## src/amd_cfg.svh

```systemverilog
`ifndef AMD_CFG_SVH
`define AMD_CFG_SVH
// ----------------------------------------
// region bounds
// ----------------------------------------
`define AMD_IO_LO 16'h0000
`define AMD_IO_HI 16'h003F
`define AMD_RAM_LO 16'h0080
`define AMD_RAM_HI 16'h00FF
`define AMD_FLASH_LO 16'h7800
`define AMD_FLASH_HI 16'h7FEE
`define AMD_TRIM_ADDR 16'h7FEF
`define AMD_ROM_LO 16'hF000
`define AMD_ROM_HI 16'hF2EF
`define AMD_VEC_LO 16'hFFF1
`define AMD_VEC_HI 16'hFFFE
// ----------------------------------------
// unimplemented gaps
// ----------------------------------------
`define AMD_GAP_A_LO 16'h0040
`define AMD_GAP_A_HI 16'h007F
`define AMD_GAP_B_LO 16'h0100
`define AMD_GAP_B_HI 16'h77FF
`define AMD_GAP_C_LO 16'h7FF0
`define AMD_GAP_C_HI 16'hEFFF
`define AMD_GAP_D_LO 16'hF2F0
`define AMD_GAP_D_HI 16'hFDFF
`define AMD_GAP_E_LO 16'hFE10
`define AMD_GAP_E_HI 16'hFFEF
`define AMD_HOLE_A 16'hFE07
`define AMD_HOLE_B_LO 16'hFE0A
`define AMD_HOLE_B_HI 16'hFE0B
// ----------------------------------------
// high-page system registers
// ----------------------------------------
`define AMD_HALT_STATUS 16'hFE00
`define AMD_RESET_CAUSE 16'hFE01
`define AMD_HALT_FLAG_CTRL 16'hFE02
`define AMD_RSV_LO 16'hFE03
`define AMD_RSV_HI 16'hFE06
`define AMD_FLASH_CTRL 16'hFE08
`define AMD_RSV_SINGLE 16'hFE09
`define AMD_BRK_HIGH 16'hFE0C
`define AMD_BRK_LOW 16'hFE0D
`define AMD_BRK_STATUS 16'hFE0E
`define AMD_LOW_VOLTAGE 16'hFE0F
`define AMD_FLASH_PROTECT 16'hFFF0
`define AMD_WATCHDOG 16'hFFFF
`endif

```

## src/amd_pkg.sv

```systemverilog
package amd_pkg;
  // ----------------------------------------
  // select vector, one-hot or all zero
  // ----------------------------------------
  typedef struct packed {
    logic io;
    logic ram;
    logic flash;
    logic trim;
    logic rom;
    logic vec;
    logic halt_status;
    logic reset_cause;
    logic halt_flag_ctrl;
    logic flash_ctrl;
    logic brk_high;
    logic brk_low;
    logic brk_status;
    logic low_voltage;
    logic flash_protect;
    logic watchdog;
  } amd_sel_t;

  typedef struct packed {
    amd_sel_t sel;
    logic illegal;
    logic reserved;
  } amd_state_t;
endpackage : amd_pkg

```

## src/amd_decoder.sv

```systemverilog
// How it works
// - 0x0000-0x003F selects the I/O register page.
// - 0x0080-0x00FF selects the 128-byte RAM.
// - 0x7800-0x7FEE selects the 2031-byte user flash.
// - 0x7FEF alone selects the factory clock-trim byte, not user flash.
// - 0xF000-0xF2EF selects the 752-byte monitor ROM.
// - unimplemented addresses raise an illegal-address reset pulse.
// - 0xFE03-0xFE06 and 0xFE09 are reserved, flagged on reserved_o; they raise no illegal-address reset.
// - 0xFE00, 0xFE01, 0xFE02 select halt status, reset cause, halt flag control.
// - 0xFE08 flash control, 0xFE0C/0xFE0D breakpoint address high/low.
// - 0xFE0E breakpoint status, 0xFE0F low voltage, 0xFFF0 protect, 0xFFFF watchdog.
// - 14 bytes of user vectors in flash, apart from the main array.
`include "amd_cfg.svh"
module amd_decoder
  import amd_pkg::*;
(
  // clock and reset
  input wire logic mclk_i,
  input wire logic nrst_i,
  // cpu bus
  input wire logic [15:0] addr_i,
  input wire logic valid_i,
  input wire logic write_i,
  // selects
  output amd_sel_t sel_o,
  output logic illegal_rst_o,
  output logic reserved_o
);
  amd_state_t state_reg;
  amd_state_t state_next;
  logic in_vec;
  logic [15:0] a;

  // ----------------------------------------
  // decode
  // ----------------------------------------
  always_comb begin
    a = addr_i;
    state_next = '0;
    in_vec = (a >= `AMD_VEC_LO) && (a <= `AMD_VEC_HI);
    if (valid_i) begin
      // write_i is deliberately not used: same check for reads and writes
      if (a <= `AMD_IO_HI) begin
        state_next.sel.io = 1'b1;
      end else if ((a >= `AMD_RAM_LO) && (a <= `AMD_RAM_HI)) begin
        state_next.sel.ram = 1'b1;
      end else if ((a >= `AMD_FLASH_LO) && (a <= `AMD_FLASH_HI)) begin
        state_next.sel.flash = 1'b1;
      end else if (a == `AMD_TRIM_ADDR) begin
        state_next.sel.trim = 1'b1;
      end else if ((a >= `AMD_ROM_LO) && (a <= `AMD_ROM_HI)) begin
        state_next.sel.rom = 1'b1;
      end else if (a == `AMD_HALT_STATUS) begin
        state_next.sel.halt_status = 1'b1;
      end else if (a == `AMD_RESET_CAUSE) begin
        state_next.sel.reset_cause = 1'b1;
      end else if (a == `AMD_HALT_FLAG_CTRL) begin
        state_next.sel.halt_flag_ctrl = 1'b1;
      end else if (((a >= `AMD_RSV_LO) && (a <= `AMD_RSV_HI)) || (a == `AMD_RSV_SINGLE)) begin
        state_next.reserved = 1'b1;
      end else if (a == `AMD_FLASH_CTRL) begin
        state_next.sel.flash_ctrl = 1'b1;
      end else if (a == `AMD_BRK_HIGH) begin
        state_next.sel.brk_high = 1'b1;
      end else if (a == `AMD_BRK_LOW) begin
        state_next.sel.brk_low = 1'b1;
      end else if (a == `AMD_BRK_STATUS) begin
        state_next.sel.brk_status = 1'b1;
      end else if (a == `AMD_LOW_VOLTAGE) begin
        state_next.sel.low_voltage = 1'b1;
      end else if (a == `AMD_FLASH_PROTECT) begin
        state_next.sel.flash_protect = 1'b1;
      end else if (a == `AMD_WATCHDOG) begin
        state_next.sel.watchdog = 1'b1;
      end else if (in_vec) begin
        state_next.sel.vec = 1'b1;
      end else begin
        state_next.illegal = 1'b1;
      end
    end
  end

  // ----------------------------------------
  // registers
  // ----------------------------------------
  always_ff @(posedge mclk_i or negedge nrst_i) begin
    if (!nrst_i) begin
      state_reg <= '0;
    end else begin
      state_reg <= state_next;
    end
  end

  assign sel_o = state_reg.sel;
  assign illegal_rst_o = state_reg.illegal;
  assign reserved_o = state_reg.reserved;

  // ----------------------------------------
  // checks: memories
  // ----------------------------------------
  property p_io;
    @(posedge mclk_i) disable iff (!nrst_i)
      valid_i && addr_i <= `AMD_IO_HI |=> sel_o.io && !illegal_rst_o;
  endproperty
  a_io: assert property (p_io) else $error("io page not selected");

  property p_ram;
    @(posedge mclk_i) disable iff (!nrst_i)
      valid_i && addr_i >= `AMD_RAM_LO && addr_i <= `AMD_RAM_HI |=> sel_o.ram && !illegal_rst_o;
  endproperty
  a_ram: assert property (p_ram) else $error("ram not selected");

  property p_flash;
    @(posedge mclk_i) disable iff (!nrst_i)
      valid_i && addr_i >= `AMD_FLASH_LO && addr_i <= `AMD_FLASH_HI |=> sel_o.flash && !sel_o.trim;
  endproperty
  a_flash: assert property (p_flash) else $error("flash not selected");

  property p_trim;
    @(posedge mclk_i) disable iff (!nrst_i)
      valid_i && addr_i == `AMD_TRIM_ADDR |=> sel_o.trim && !sel_o.flash;
  endproperty
  a_trim: assert property (p_trim) else $error("trim byte misrouted");

  property p_rom;
    @(posedge mclk_i) disable iff (!nrst_i)
      valid_i && addr_i >= `AMD_ROM_LO && addr_i <= `AMD_ROM_HI |=> sel_o.rom;
  endproperty
  a_rom: assert property (p_rom) else $error("rom not selected");

  property p_vec;
    @(posedge mclk_i) disable iff (!nrst_i)
      valid_i && addr_i >= `AMD_VEC_LO && addr_i <= `AMD_VEC_HI |=> sel_o.vec && !illegal_rst_o;
  endproperty
  a_vec: assert property (p_vec) else $error("vector not selected");

  // ----------------------------------------
  // checks: unimplemented and reserved
  // ----------------------------------------
  property p_gap_a;
    @(posedge mclk_i) disable iff (!nrst_i)
      valid_i && addr_i >= `AMD_GAP_A_LO && addr_i <= `AMD_GAP_A_HI |=> illegal_rst_o && sel_o == '0;
  endproperty
  a_gap_a: assert property (p_gap_a) else $error("low gap access not caught");

  property p_gap_b;
    @(posedge mclk_i) disable iff (!nrst_i)
      valid_i && addr_i >= `AMD_GAP_B_LO && addr_i <= `AMD_GAP_B_HI |=> illegal_rst_o && sel_o == '0;
  endproperty
  a_gap_b: assert property (p_gap_b) else $error("middle gap access not caught");

  property p_gap_c;
    @(posedge mclk_i) disable iff (!nrst_i)
      valid_i && addr_i >= `AMD_GAP_C_LO && addr_i <= `AMD_GAP_C_HI |=> illegal_rst_o && sel_o == '0;
  endproperty
  a_gap_c: assert property (p_gap_c) else $error("upper gap access not caught");

  property p_gap_d;
    @(posedge mclk_i) disable iff (!nrst_i)
      valid_i && addr_i >= `AMD_GAP_D_LO && addr_i <= `AMD_GAP_D_HI |=> illegal_rst_o && sel_o == '0;
  endproperty
  a_gap_d: assert property (p_gap_d) else $error("rom gap access not caught");

  property p_gap_e;
    @(posedge mclk_i) disable iff (!nrst_i)
      valid_i && addr_i >= `AMD_GAP_E_LO && addr_i <= `AMD_GAP_E_HI |=> illegal_rst_o && sel_o == '0;
  endproperty
  a_gap_e: assert property (p_gap_e) else $error("high page gap access not caught");

  property p_holes;
    @(posedge mclk_i) disable iff (!nrst_i)
      valid_i && (addr_i == `AMD_HOLE_A || (addr_i >= `AMD_HOLE_B_LO && addr_i <= `AMD_HOLE_B_HI))
      |=> illegal_rst_o && sel_o == '0;
  endproperty
  a_holes: assert property (p_holes) else $error("high page hole not caught");

  property p_ill_cause;
    @(posedge mclk_i) disable iff (!nrst_i)
      illegal_rst_o |-> $past(valid_i);
  endproperty
  a_ill_cause: assert property (p_ill_cause) else $error("illegal reset without access");

  property p_ill_alone;
    @(posedge mclk_i) disable iff (!nrst_i)
      illegal_rst_o |-> sel_o == '0 && !reserved_o;
  endproperty
  a_ill_alone: assert property (p_ill_alone) else $error("illegal reset with a select");

  property p_reserved;
    @(posedge mclk_i) disable iff (!nrst_i)
      valid_i && ((addr_i >= `AMD_RSV_LO && addr_i <= `AMD_RSV_HI) || addr_i == `AMD_RSV_SINGLE)
      |=> reserved_o && !illegal_rst_o;
  endproperty
  a_reserved: assert property (p_reserved) else $error("reserved not flagged");

  property p_rsv_cause;
    @(posedge mclk_i) disable iff (!nrst_i)
      reserved_o |-> $past(valid_i);
  endproperty
  a_rsv_cause: assert property (p_rsv_cause) else $error("reserved flag without access");

  property p_rsv_alone;
    @(posedge mclk_i) disable iff (!nrst_i)
      reserved_o |-> sel_o == '0 && !illegal_rst_o;
  endproperty
  a_rsv_alone: assert property (p_rsv_alone) else $error("reserved flag with a select");

  // ----------------------------------------
  // checks: system registers
  // ----------------------------------------
  property p_halt_status;
    @(posedge mclk_i) disable iff (!nrst_i)
      valid_i && addr_i == `AMD_HALT_STATUS |=> sel_o.halt_status;
  endproperty
  a_halt_status: assert property (p_halt_status) else $error("halt status not selected");

  property p_reset_cause;
    @(posedge mclk_i) disable iff (!nrst_i)
      valid_i && addr_i == `AMD_RESET_CAUSE |=> sel_o.reset_cause && !illegal_rst_o;
  endproperty
  a_reset_cause: assert property (p_reset_cause) else $error("reset cause not selected");

  property p_halt_flag;
    @(posedge mclk_i) disable iff (!nrst_i)
      valid_i && addr_i == `AMD_HALT_FLAG_CTRL |=> sel_o.halt_flag_ctrl;
  endproperty
  a_halt_flag: assert property (p_halt_flag) else $error("halt flag control not selected");

  property p_flash_ctrl;
    @(posedge mclk_i) disable iff (!nrst_i)
      valid_i && addr_i == `AMD_FLASH_CTRL |=> sel_o.flash_ctrl;
  endproperty
  a_flash_ctrl: assert property (p_flash_ctrl) else $error("flash control not selected");

  property p_brk_high;
    @(posedge mclk_i) disable iff (!nrst_i)
      valid_i && addr_i == `AMD_BRK_HIGH |=> sel_o.brk_high && !sel_o.brk_low;
  endproperty
  a_brk_high: assert property (p_brk_high) else $error("breakpoint high misrouted");

  property p_brk;
    @(posedge mclk_i) disable iff (!nrst_i)
      valid_i && addr_i == `AMD_BRK_LOW |=> sel_o.brk_low && !sel_o.brk_high;
  endproperty
  a_brk: assert property (p_brk) else $error("breakpoint low misrouted");

  property p_brk_status;
    @(posedge mclk_i) disable iff (!nrst_i)
      valid_i && addr_i == `AMD_BRK_STATUS |=> sel_o.brk_status;
  endproperty
  a_brk_status: assert property (p_brk_status) else $error("breakpoint status not selected");

  property p_low_voltage;
    @(posedge mclk_i) disable iff (!nrst_i)
      valid_i && addr_i == `AMD_LOW_VOLTAGE |=> sel_o.low_voltage;
  endproperty
  a_low_voltage: assert property (p_low_voltage) else $error("low voltage status not selected");

  property p_protect;
    @(posedge mclk_i) disable iff (!nrst_i)
      valid_i && addr_i == `AMD_FLASH_PROTECT |=> sel_o.flash_protect && !sel_o.vec;
  endproperty
  a_protect: assert property (p_protect) else $error("flash protect misrouted");

  property p_wdog;
    @(posedge mclk_i) disable iff (!nrst_i)
      valid_i && addr_i == `AMD_WATCHDOG |=> sel_o.watchdog && !sel_o.vec;
  endproperty
  a_wdog: assert property (p_wdog) else $error("watchdog misrouted");

  // ----------------------------------------
  // checks: one outcome per access
  // ----------------------------------------
  property p_onehot;
    @(posedge mclk_i) disable iff (!nrst_i)
      $onehot0({sel_o, illegal_rst_o, reserved_o});
  endproperty
  a_onehot: assert property (p_onehot) else $error("multiple selects");

  property p_idle;
    @(posedge mclk_i) disable iff (!nrst_i)
      !valid_i |=> sel_o == '0 && !illegal_rst_o && !reserved_o;
  endproperty
  a_idle: assert property (p_idle) else $error("select without access");

  property p_any_access;
    @(posedge mclk_i) disable iff (!nrst_i)
      valid_i |=> $countones({sel_o, illegal_rst_o, reserved_o}) == 1;
  endproperty
  a_any_access: assert property (p_any_access) else $error("access without an outcome");

  property p_sel_cause;
    @(posedge mclk_i) disable iff (!nrst_i)
      sel_o != '0 |-> $past(valid_i);
  endproperty
  a_sel_cause: assert property (p_sel_cause) else $error("select without access");

  property p_rw_same;
    @(posedge mclk_i) disable iff (!nrst_i)
      valid_i && $past(valid_i) && addr_i == $past(addr_i) && write_i != $past(write_i)
      |=> {sel_o, illegal_rst_o, reserved_o} == $past({sel_o, illegal_rst_o, reserved_o});
  endproperty
  a_rw_same: assert property (p_rw_same) else $error("read and write decoded apart");

  // ----------------------------------------
  // cover points
  // ----------------------------------------
  c_ram_write: cover property (@(posedge mclk_i) disable iff (!nrst_i) valid_i && write_i && addr_i == `AMD_RAM_LO);
  c_illegal: cover property (@(posedge mclk_i) disable iff (!nrst_i) illegal_rst_o);
  c_reserved: cover property (@(posedge mclk_i) disable iff (!nrst_i) reserved_o);
  c_rom_then_flash: cover property (@(posedge mclk_i) disable iff (!nrst_i) sel_o.rom ##1 sel_o.flash);
endmodule : amd_decoder

```

## config.mk

```make
export PLATFORM = sky130hd
export DESIGN_NAME = amd_decoder
export DESIGN_NICKNAME = d
export VERILOG_FILES = /design/src/amd_pkg.sv /design/src/amd_decoder.sv
export VERILOG_INCLUDE_DIRS = /design/src
export SDC_FILE = /design/constraint.sdc
export NUM_CORES = 1
export LEC_CHECK = 0
export BUFFER_PORTS_ARGS = -buffer_cell sky130_fd_sc_hd__buf_2
export CAP_MARGIN = 10
export CORE_ASPECT_RATIO = 1.75
export CORE_MARGIN = 2
export CORE_UTILIZATION = 40
export DETAILED_ROUTE_END_ITERATION = 12
export PLACE_DENSITY = 0.68
export SLEW_MARGIN = 10
export SYNTH_ARGS = -nofsm -noshare
export SYNTH_HDL_FRONTEND = slang
export SYNTH_SLANG_ARGS = --single-unit
```

## constraint.sdc

```tcl
create_clock -name mclk_i -period 0.8 [get_ports mclk_i]
set_input_delay 0.16 -clock mclk_i [delete_from_list [all_inputs] [get_ports mclk_i]]
set_output_delay 0.16 -clock mclk_i [all_outputs]
set_load 0.1 [all_outputs]
```

==> key figures, run 1 <==
Synth
  • Cell taking the most area after synthesis: dfrtp_1
  • Cells after Synth: 95
  • Synth Register Bits: 18
  • Yosys warns: 0
  • Unique masters post-synth: 35
  • Ys async rst share: 1.00
  • Post-synth EDFFs: 0
  • Register area share after synthesis: 0.479
  • Primary FF master, synth: dfrtp_1
  • Yosys top cell area share: 0.479
  • Area contributors post-synth: dfrtp_1, nor3_1, nand2_1, nor2_1, nand4_2
  • Most common cell in the synthesized netlist: dfrtp_1
  • Cell Area, Synth: 941 µm²
  • Avg Inst Size Synth: 9.90 µm²
  • Synth cell count leaders: dfrtp_1, nand2_1, nor2_1, nor3_1
  • Syn nets: 115

Timing
  • RSZ-0062 raised after global routing: yes
  • Slew margin rel.: 0.751
  • Total negative slack: -10.12 ns
  • Max frequency: 809 MHz
  • Share of the clock period used by the worst path: 1.54
  • Fin crit period: 1.24 ns
  • Final hold vios: 0
  • Least-Margin Pin Slew: 0.373 ns
  • Setup violators final: 36
  • Final worst slack: -0.436 ns
  • Final Max Tran Viols: 0

Critical path
  • Worst EP arrival: 1.37 ns
  • CP max stage delay: 0.57 ns
  • Crit path kind: in -> reg
  • Worst EP required: 0.94 ns
  • Family with the most delay on the worst path: simple AND/OR/NAND/NOR gates
  • Critical Path Start Type: input port
  • End of the critical path: sel_o[10]
  • CP Depth: 5
  • Worst Setup End Kind: register
  • Buf/Inv on CP: 1
  • Critical path fanouts, max: 3
  • Crit path launch: addr_i[14]
  • Crit path cell chain: buf_8 -> or4_4 -> o31a_1 -> nand4_2 -> nor3_1
  • Worst path slowest cell: or4_4

Run status
  • Violated checks: negative setup slack
  • Status: finished with violations

Global route
  • Initial antenna violation count: 0
  • GRT overflow: 0
  • Maximum number of pins on one net before global-route repair: 19
  • Vias in the first global route: 1063
  • All-layer global routing usage: 0.278
  • Global-route wire length before repair: 5.00 mm

CTS
  • Clock root buffer master: clkbuf_8
  • Clock slew at reported path FFs: 0.06 ns
  • Sink Count: 18
  • CTS tree: built
  • # H-tree levels: 1
  • Deepest clock path buffer count: 2
  • Num CTS Buffers: 3

Final layout
  • ANT cells: 0
  • Nets: 183
  • Finished Cell Area: 1970 µm²
  • Final std cells w/o fill: 187
  • Layout cells sized above 1: 0.710
  • Layout overhead on the synthesized area: 109%

Place
  • # placed instances: 181
  • Placer congestion estimate: 0.983
  • Count of input and output buffers: 36
  • Placement-stage cell area: 1710 µm²
  • Dpl hpwl: 2.27 mm
  • Pre-CTS WS: -0.672 ns

Detailed routing
  • Post-route antenna net violation count: 0
  • DRT Pass-1 Iters: 4
  • Vias per cell: 5.65
  • Routed WL: 3.39 mm
  • Drt drc: 0
  • Iter 0 DRT Violations: 31
  • Vias after detailed routing: 1056
  • WL/cell: 18.1 µm

Power
  • Leakage: 0.817 nW
  • PD cells: 1050 nW/µm²
  • Peak supply drop: 0.000854 V

Floorplanning
  • Ports: 38
  • Initial Util: 0.414
  • Die area: 2770 µm²
  • Row Count: 23
  • CORE AREA: 2270 µm²
  • Die X: 40.7 µm
  • Die span in y: 68.2 µm

Job
  • Max Cap Viol: 0

Hold path
  • Min-Delay Path Class: in -> reg
## sequential cells by signal, indices dropped and copies added, names as in the netlist
register       flops
sel_o             16
illegal_rst_o      1
reserved_o         1
## timing repair
item | CTS | global route
gates resized for setup | 20 | 17
buffers inserted | 0 | 2
hold buffers | 1 | 0
endpoints found under the hold margin | 18 | 0
setup endpoints to repair | 36 | 36
pin swaps | 8 | 7
## logic make-up (layout without fill, tap and decap cells)
kind of cell,count (synthesis),in the layout,synth area share
and+or+nand+nor,54,54,0.346
buffers and inverters,9,76,0.0479
AOI/OAI and AO/OA,13,13,0.118
DFF,18,18,0.479
xor gates and xnor gates,1,1,0.00931
## final cells by class
| class | count | area (µm²) |
|---|---|---|
| Clock buffer | 4 | 55.1 |
| Timing Repair Buffer | 68 | 753 |
| Multi-Input combinational cell | 68 | 596 |
| Tap cell | 25 | 31.3 |
| Fill cell | 103 | 305 |
| Inverter | 4 | 15.0 |
| Sequential cell | 18 | 518 |
## stage by stage
| step | power [mW] | hold slack, ns | util |
|---|---|---|---|
| global placement | 1.29 | 0.0867 | 0.752 |
| CTS | 2.03 | 0.143 | 0.822 |
| finish | 2.07 | 0.163 | 0.866 |
| detailed placement | 1.30 | 0.0897 | 0.752 |
| floorplan | 1.08 | -0.136 | - |
| global route | 2.17 | 0.156 | 0.866 |
## worst min-delay path by stage
stage	from	end	slack, ns	cells after the start
6_report	addr_i[2]	sel_o[7]	0.16	2
5_1_grt	addr_i[2]	sel_o[7]	0.16	2
4_1_cts	addr_i[2]	sel_o[7]	0.14	2
3_5_place_dp	nrst_i	reserved_o	0.09	1
3_3_place_gp	nrst_i	sel_o[12]	0.09	1
2_1_floorplan	nrst_i	illegal_rst_o	-0.14	0
## routing by layer
layer  track usage  up-vias  routed length [µm]
li1              -      494                   -
met1         0.277      505                1110
met2         0.474       47                1970
met3        0.0292       10                 137
met4         0.233        0                 168
met5             0        -                   0
## report_power, final
group | total (mW) | internal, mW | switching [mW] | leakage (nW)
clock network | 0.712 | 0.437 | 0.275 | 0.0288
registers | 0.919 | 0.916 | 0.00305 | 0.214
logic | 0.444 | 0.205 | 0.239 | 0.574
total | 2.07 | 1.56 | 0.518 | 0.817
## placed cells by master (no fill, tap or decap), drive strengths merged, types with 2 or more instances in the layout
cell type   n
a21oi       2
or4         2
nor4        4
nand2       8
nand4       5
and4        2
and3        3
or3         2
nand3       4
and2        2
o211ai      2
buf        67
inv         4
nor2b       2
dfrtp      18
nor2        8
nor3        8
clkbuf      4
Note: power is estimated with default switching activity, not from simulation.
==> run 2, diff against run 1 <==
--- a/config.mk
+++ b/config.mk
@@ -11,9 +11,11 @@
 export CORE_ASPECT_RATIO = 1.75
 export CORE_MARGIN = 2
 export CORE_UTILIZATION = 40
+export CTS_BUF_LIST = sky130_fd_sc_hd__clkbuf_2 sky130_fd_sc_hd__clkbuf_4 sky130_fd_sc_hd__clkbuf_8
 export DETAILED_ROUTE_END_ITERATION = 12
-export PLACE_DENSITY = 0.68
+export PLACE_DENSITY = 0.76
 export SLEW_MARGIN = 10
 export SYNTH_ARGS = -nofsm -noshare
 export SYNTH_HDL_FRONTEND = slang
 export SYNTH_SLANG_ARGS = --single-unit
+export TNS_END_PERCENT = 20
==> key figures, run 2 (same netlist as run 1, synthesis figures left out) <==
Floorplanning
  • Die span in y: 68.2 µm (unchanged)
  • Initial Util: 0.414 (unchanged)
  • Row Count: 23 (unchanged)
  • Ports: 38 (unchanged)
  • Die X: 40.7 µm (unchanged)
  • Die area: 2770 µm² (unchanged)
  • CORE AREA: 2270 µm² (unchanged)

CTS
  • Deepest clock path buffer count: 2 (unchanged)
  • Clock root buffer master: clkbuf_8
  • Post-CTS Setup Bufs: 0 (unchanged)
  • Clock slew at reported path FFs: 0.06 ns (about the same)
  • # H-tree levels: 1 (unchanged)
  • Sink Count: 18 (unchanged)
  • CTS tree: built
  • Num CTS Buffers: 3 (unchanged)

Final layout
  • Multi-input gate area: 591 µm² (-0.84%)
  • Nets: 191 (+4.4%)
  • Total area of sequential cells: 450 µm² (-13%)
  • Finished Cell Area: 1940 µm² (-1.5%)
  • Fillers: 123 (+19%)
  • ANT cells: 0 (unchanged)
  • Commonest non-fill, non-tap cell in the layout: buf_4
  • Layout cells sized above 1: 0.615 (-0.0945)
  • Layout overhead on the synthesized area: 106%
  • Most frequent cells in the layout: buf_4, dfrtp_1, buf_12
  • Largest register FFs: 16 (unchanged)

Hold path
  • Hold_sp: addr_i[7]
  • Hold Crit Depth: 3 (+1)
  • Min-Delay Path Class: in -> reg
  • Hold Path End: sel_o[15]

Global route
  • GRT overflow: 0 (unchanged)
  • Initial antenna violation count: 0 (unchanged)
  • All-layer global routing usage: 0.234 (-0.0435)
  • Global-route wire length before repair: 4.44 mm (-11%)
  • Vias in the first global route: 1051 (-1.1%)
  • Maximum number of pins on one net before global-route repair: 19 (unchanged)

Power
  • Peak supply drop: 0.000602 V (-30%)
  • Switching Fraction: 0.247 (-0.00272)
  • Overall power: 1.96 mW (-5.6%)
  • Sequential power share: 0.469 (+0.026)
  • PD cells: 1010 nW/µm² (-4.1%)
  • Internal Power: 1.48 mW (-5.2%)
  • Combinational group share of total power: 0.236 (+0.022)
  • Net Switching: 0.484 mW (-6.6%)
  • Clock network power share: 0.296 (-0.047)
  • Leakage: 0.875 nW (+7.1%)

Timing
  • Fin crit period: 1.21 ns (-0.0253 ns)
  • Final worst slack: -0.410 ns (+0.0253 ns)
  • Slew margin rel.: 0.750 (-0.00129)
  • Setup violators final: 36 (unchanged)
  • Final Max Tran Viols: 0 (unchanged)
  • Least-Margin Pin Slew: 0.375 ns (+0.00193 ns)
  • Max frequency: 826 MHz (+2.1%)
  • RSZ-0062 raised after global routing: yes
  • Final hold vios: 0 (unchanged)
  • Share of the clock period used by the worst path: 1.51 (-0.0316)

Critical path
  • Worst EP required: 0.92 ns (-0.02 ns)
  • Crit path kind: in -> reg
  • Worst EP arrival: 1.33 ns (-0.04 ns)
  • Critical Path Start Type: input port
  • Worst path slowest cell: or4_4
  • Crit path cell chain: buf_8 -> or4_4 -> o31a_1 -> nand4_2 -> nor3_1
  • CP max stage delay: 0.55 ns (-0.02 ns)
  • Family with the most delay on the worst path: simple AND/OR/NAND/NOR gates
  • Buf/Inv on CP: 1 (unchanged)
  • Worst Setup End Kind: register
  • Critical path fanouts, max: 3 (unchanged)

Detailed routing
  • WL/cell: 16.5 µm (-8.8%)
  • Vias per cell: 5.62 (-0.41%)
  • Drt drc: 0 (unchanged)
  • Routed WL: 3.20 mm (-5.4%)
  • DRT Pass-1 Iters: 4 (unchanged)
  • Post-route antenna net violation count: 0 (unchanged)
  • Vias after detailed routing: 1091 (+3.3%)
  • Iter 0 DRT Violations: 30 (-3.2%)

Place
  • Placement-stage cell area: 1690 µm² (-0.88%)
  • Count of input and output buffers: 36 (unchanged)
  • Dpl hpwl: 2.31 mm (+2.0%)
  • Placer congestion estimate: 0.905 (-8.0%)

Run status
  • Violated checks: negative setup slack
  • Status: finished with violations

Job
  • Max Cap Viol: 0 (unchanged)
[run 2: through the flow]
stage	instances	utilization	setup WS (ns)	TNS (ns)	hold WS [ns]
finish	194	0.853	-0.410	-8.28	0.218
global route	194	0.853	-0.433	-9.24	0.220
CTS	194	0.802	-0.366	-8.30	0.215
detailed placement	190	0.745	-0.701	-10.54	0.0898
global placement	190	0.745	-0.723	-10.45	0.0834
floorplan	95	-	-0.480	-10.61	-0.136
[run 2: layout make-up]
class                   instances  share of cell area
flip-flops and latches         18               0.232
clock buffers                   3              0.0213
inverters                       4             0.00775
multi-input cells              68               0.305
repair buffers                 76               0.418
well taps                      25              0.0161
[run 2: worst max path at each step]
stage	to	slack, ns	cells after the start	start
finish	sel_o[1]	-0.41	5	addr_i[10]
global route	sel_o[1]	-0.43	5	addr_i[10]
CTS	sel_o[0]	-0.37	5	addr_i[9]
detailed placement	reserved_o	-0.70	5	addr_i[10]
global placement	reserved_o	-0.72	5	addr_i[10]
floorplan	sel_o[1]	-0.48	4	addr_i[15]
[run 2: power by group through the flow]
stage / sequential [mW] / clock (mW) / combinational (mW)
detailed placement: 0.935 / 0 / 0.381
CTS: 0.918 / 0.576 / 0.415
finish: 0.918 / 0.579 / 0.462
floorplan: 0.962 / 0 / 0.106
global placement: 0.934 / 0 / 0.371
global route: 0.917 / 0.632 / 0.491
[run 2: routing by layer]
layer	part of all wire	track usage	routed length [µm]	up-vias
li1	-	-	-	504
met5	0	0	0	-
met3	0.030	0.00649	95	9
met4	0.030	0.121	95	0
met2	0.61	0.450	1960	40
met1	0.33	0.230	1050	538
[run 2: timing repair]
| item | in CTS | in global routing |
|---|---|---|
| resized for setup | 14 | 25 |
| pin swaps | 12 | 9 |
| setup endpoints to repair | 36 | 36 |
| hold endpoints to repair | 18 | 0 |
| hold buffers | 1 | 0 |
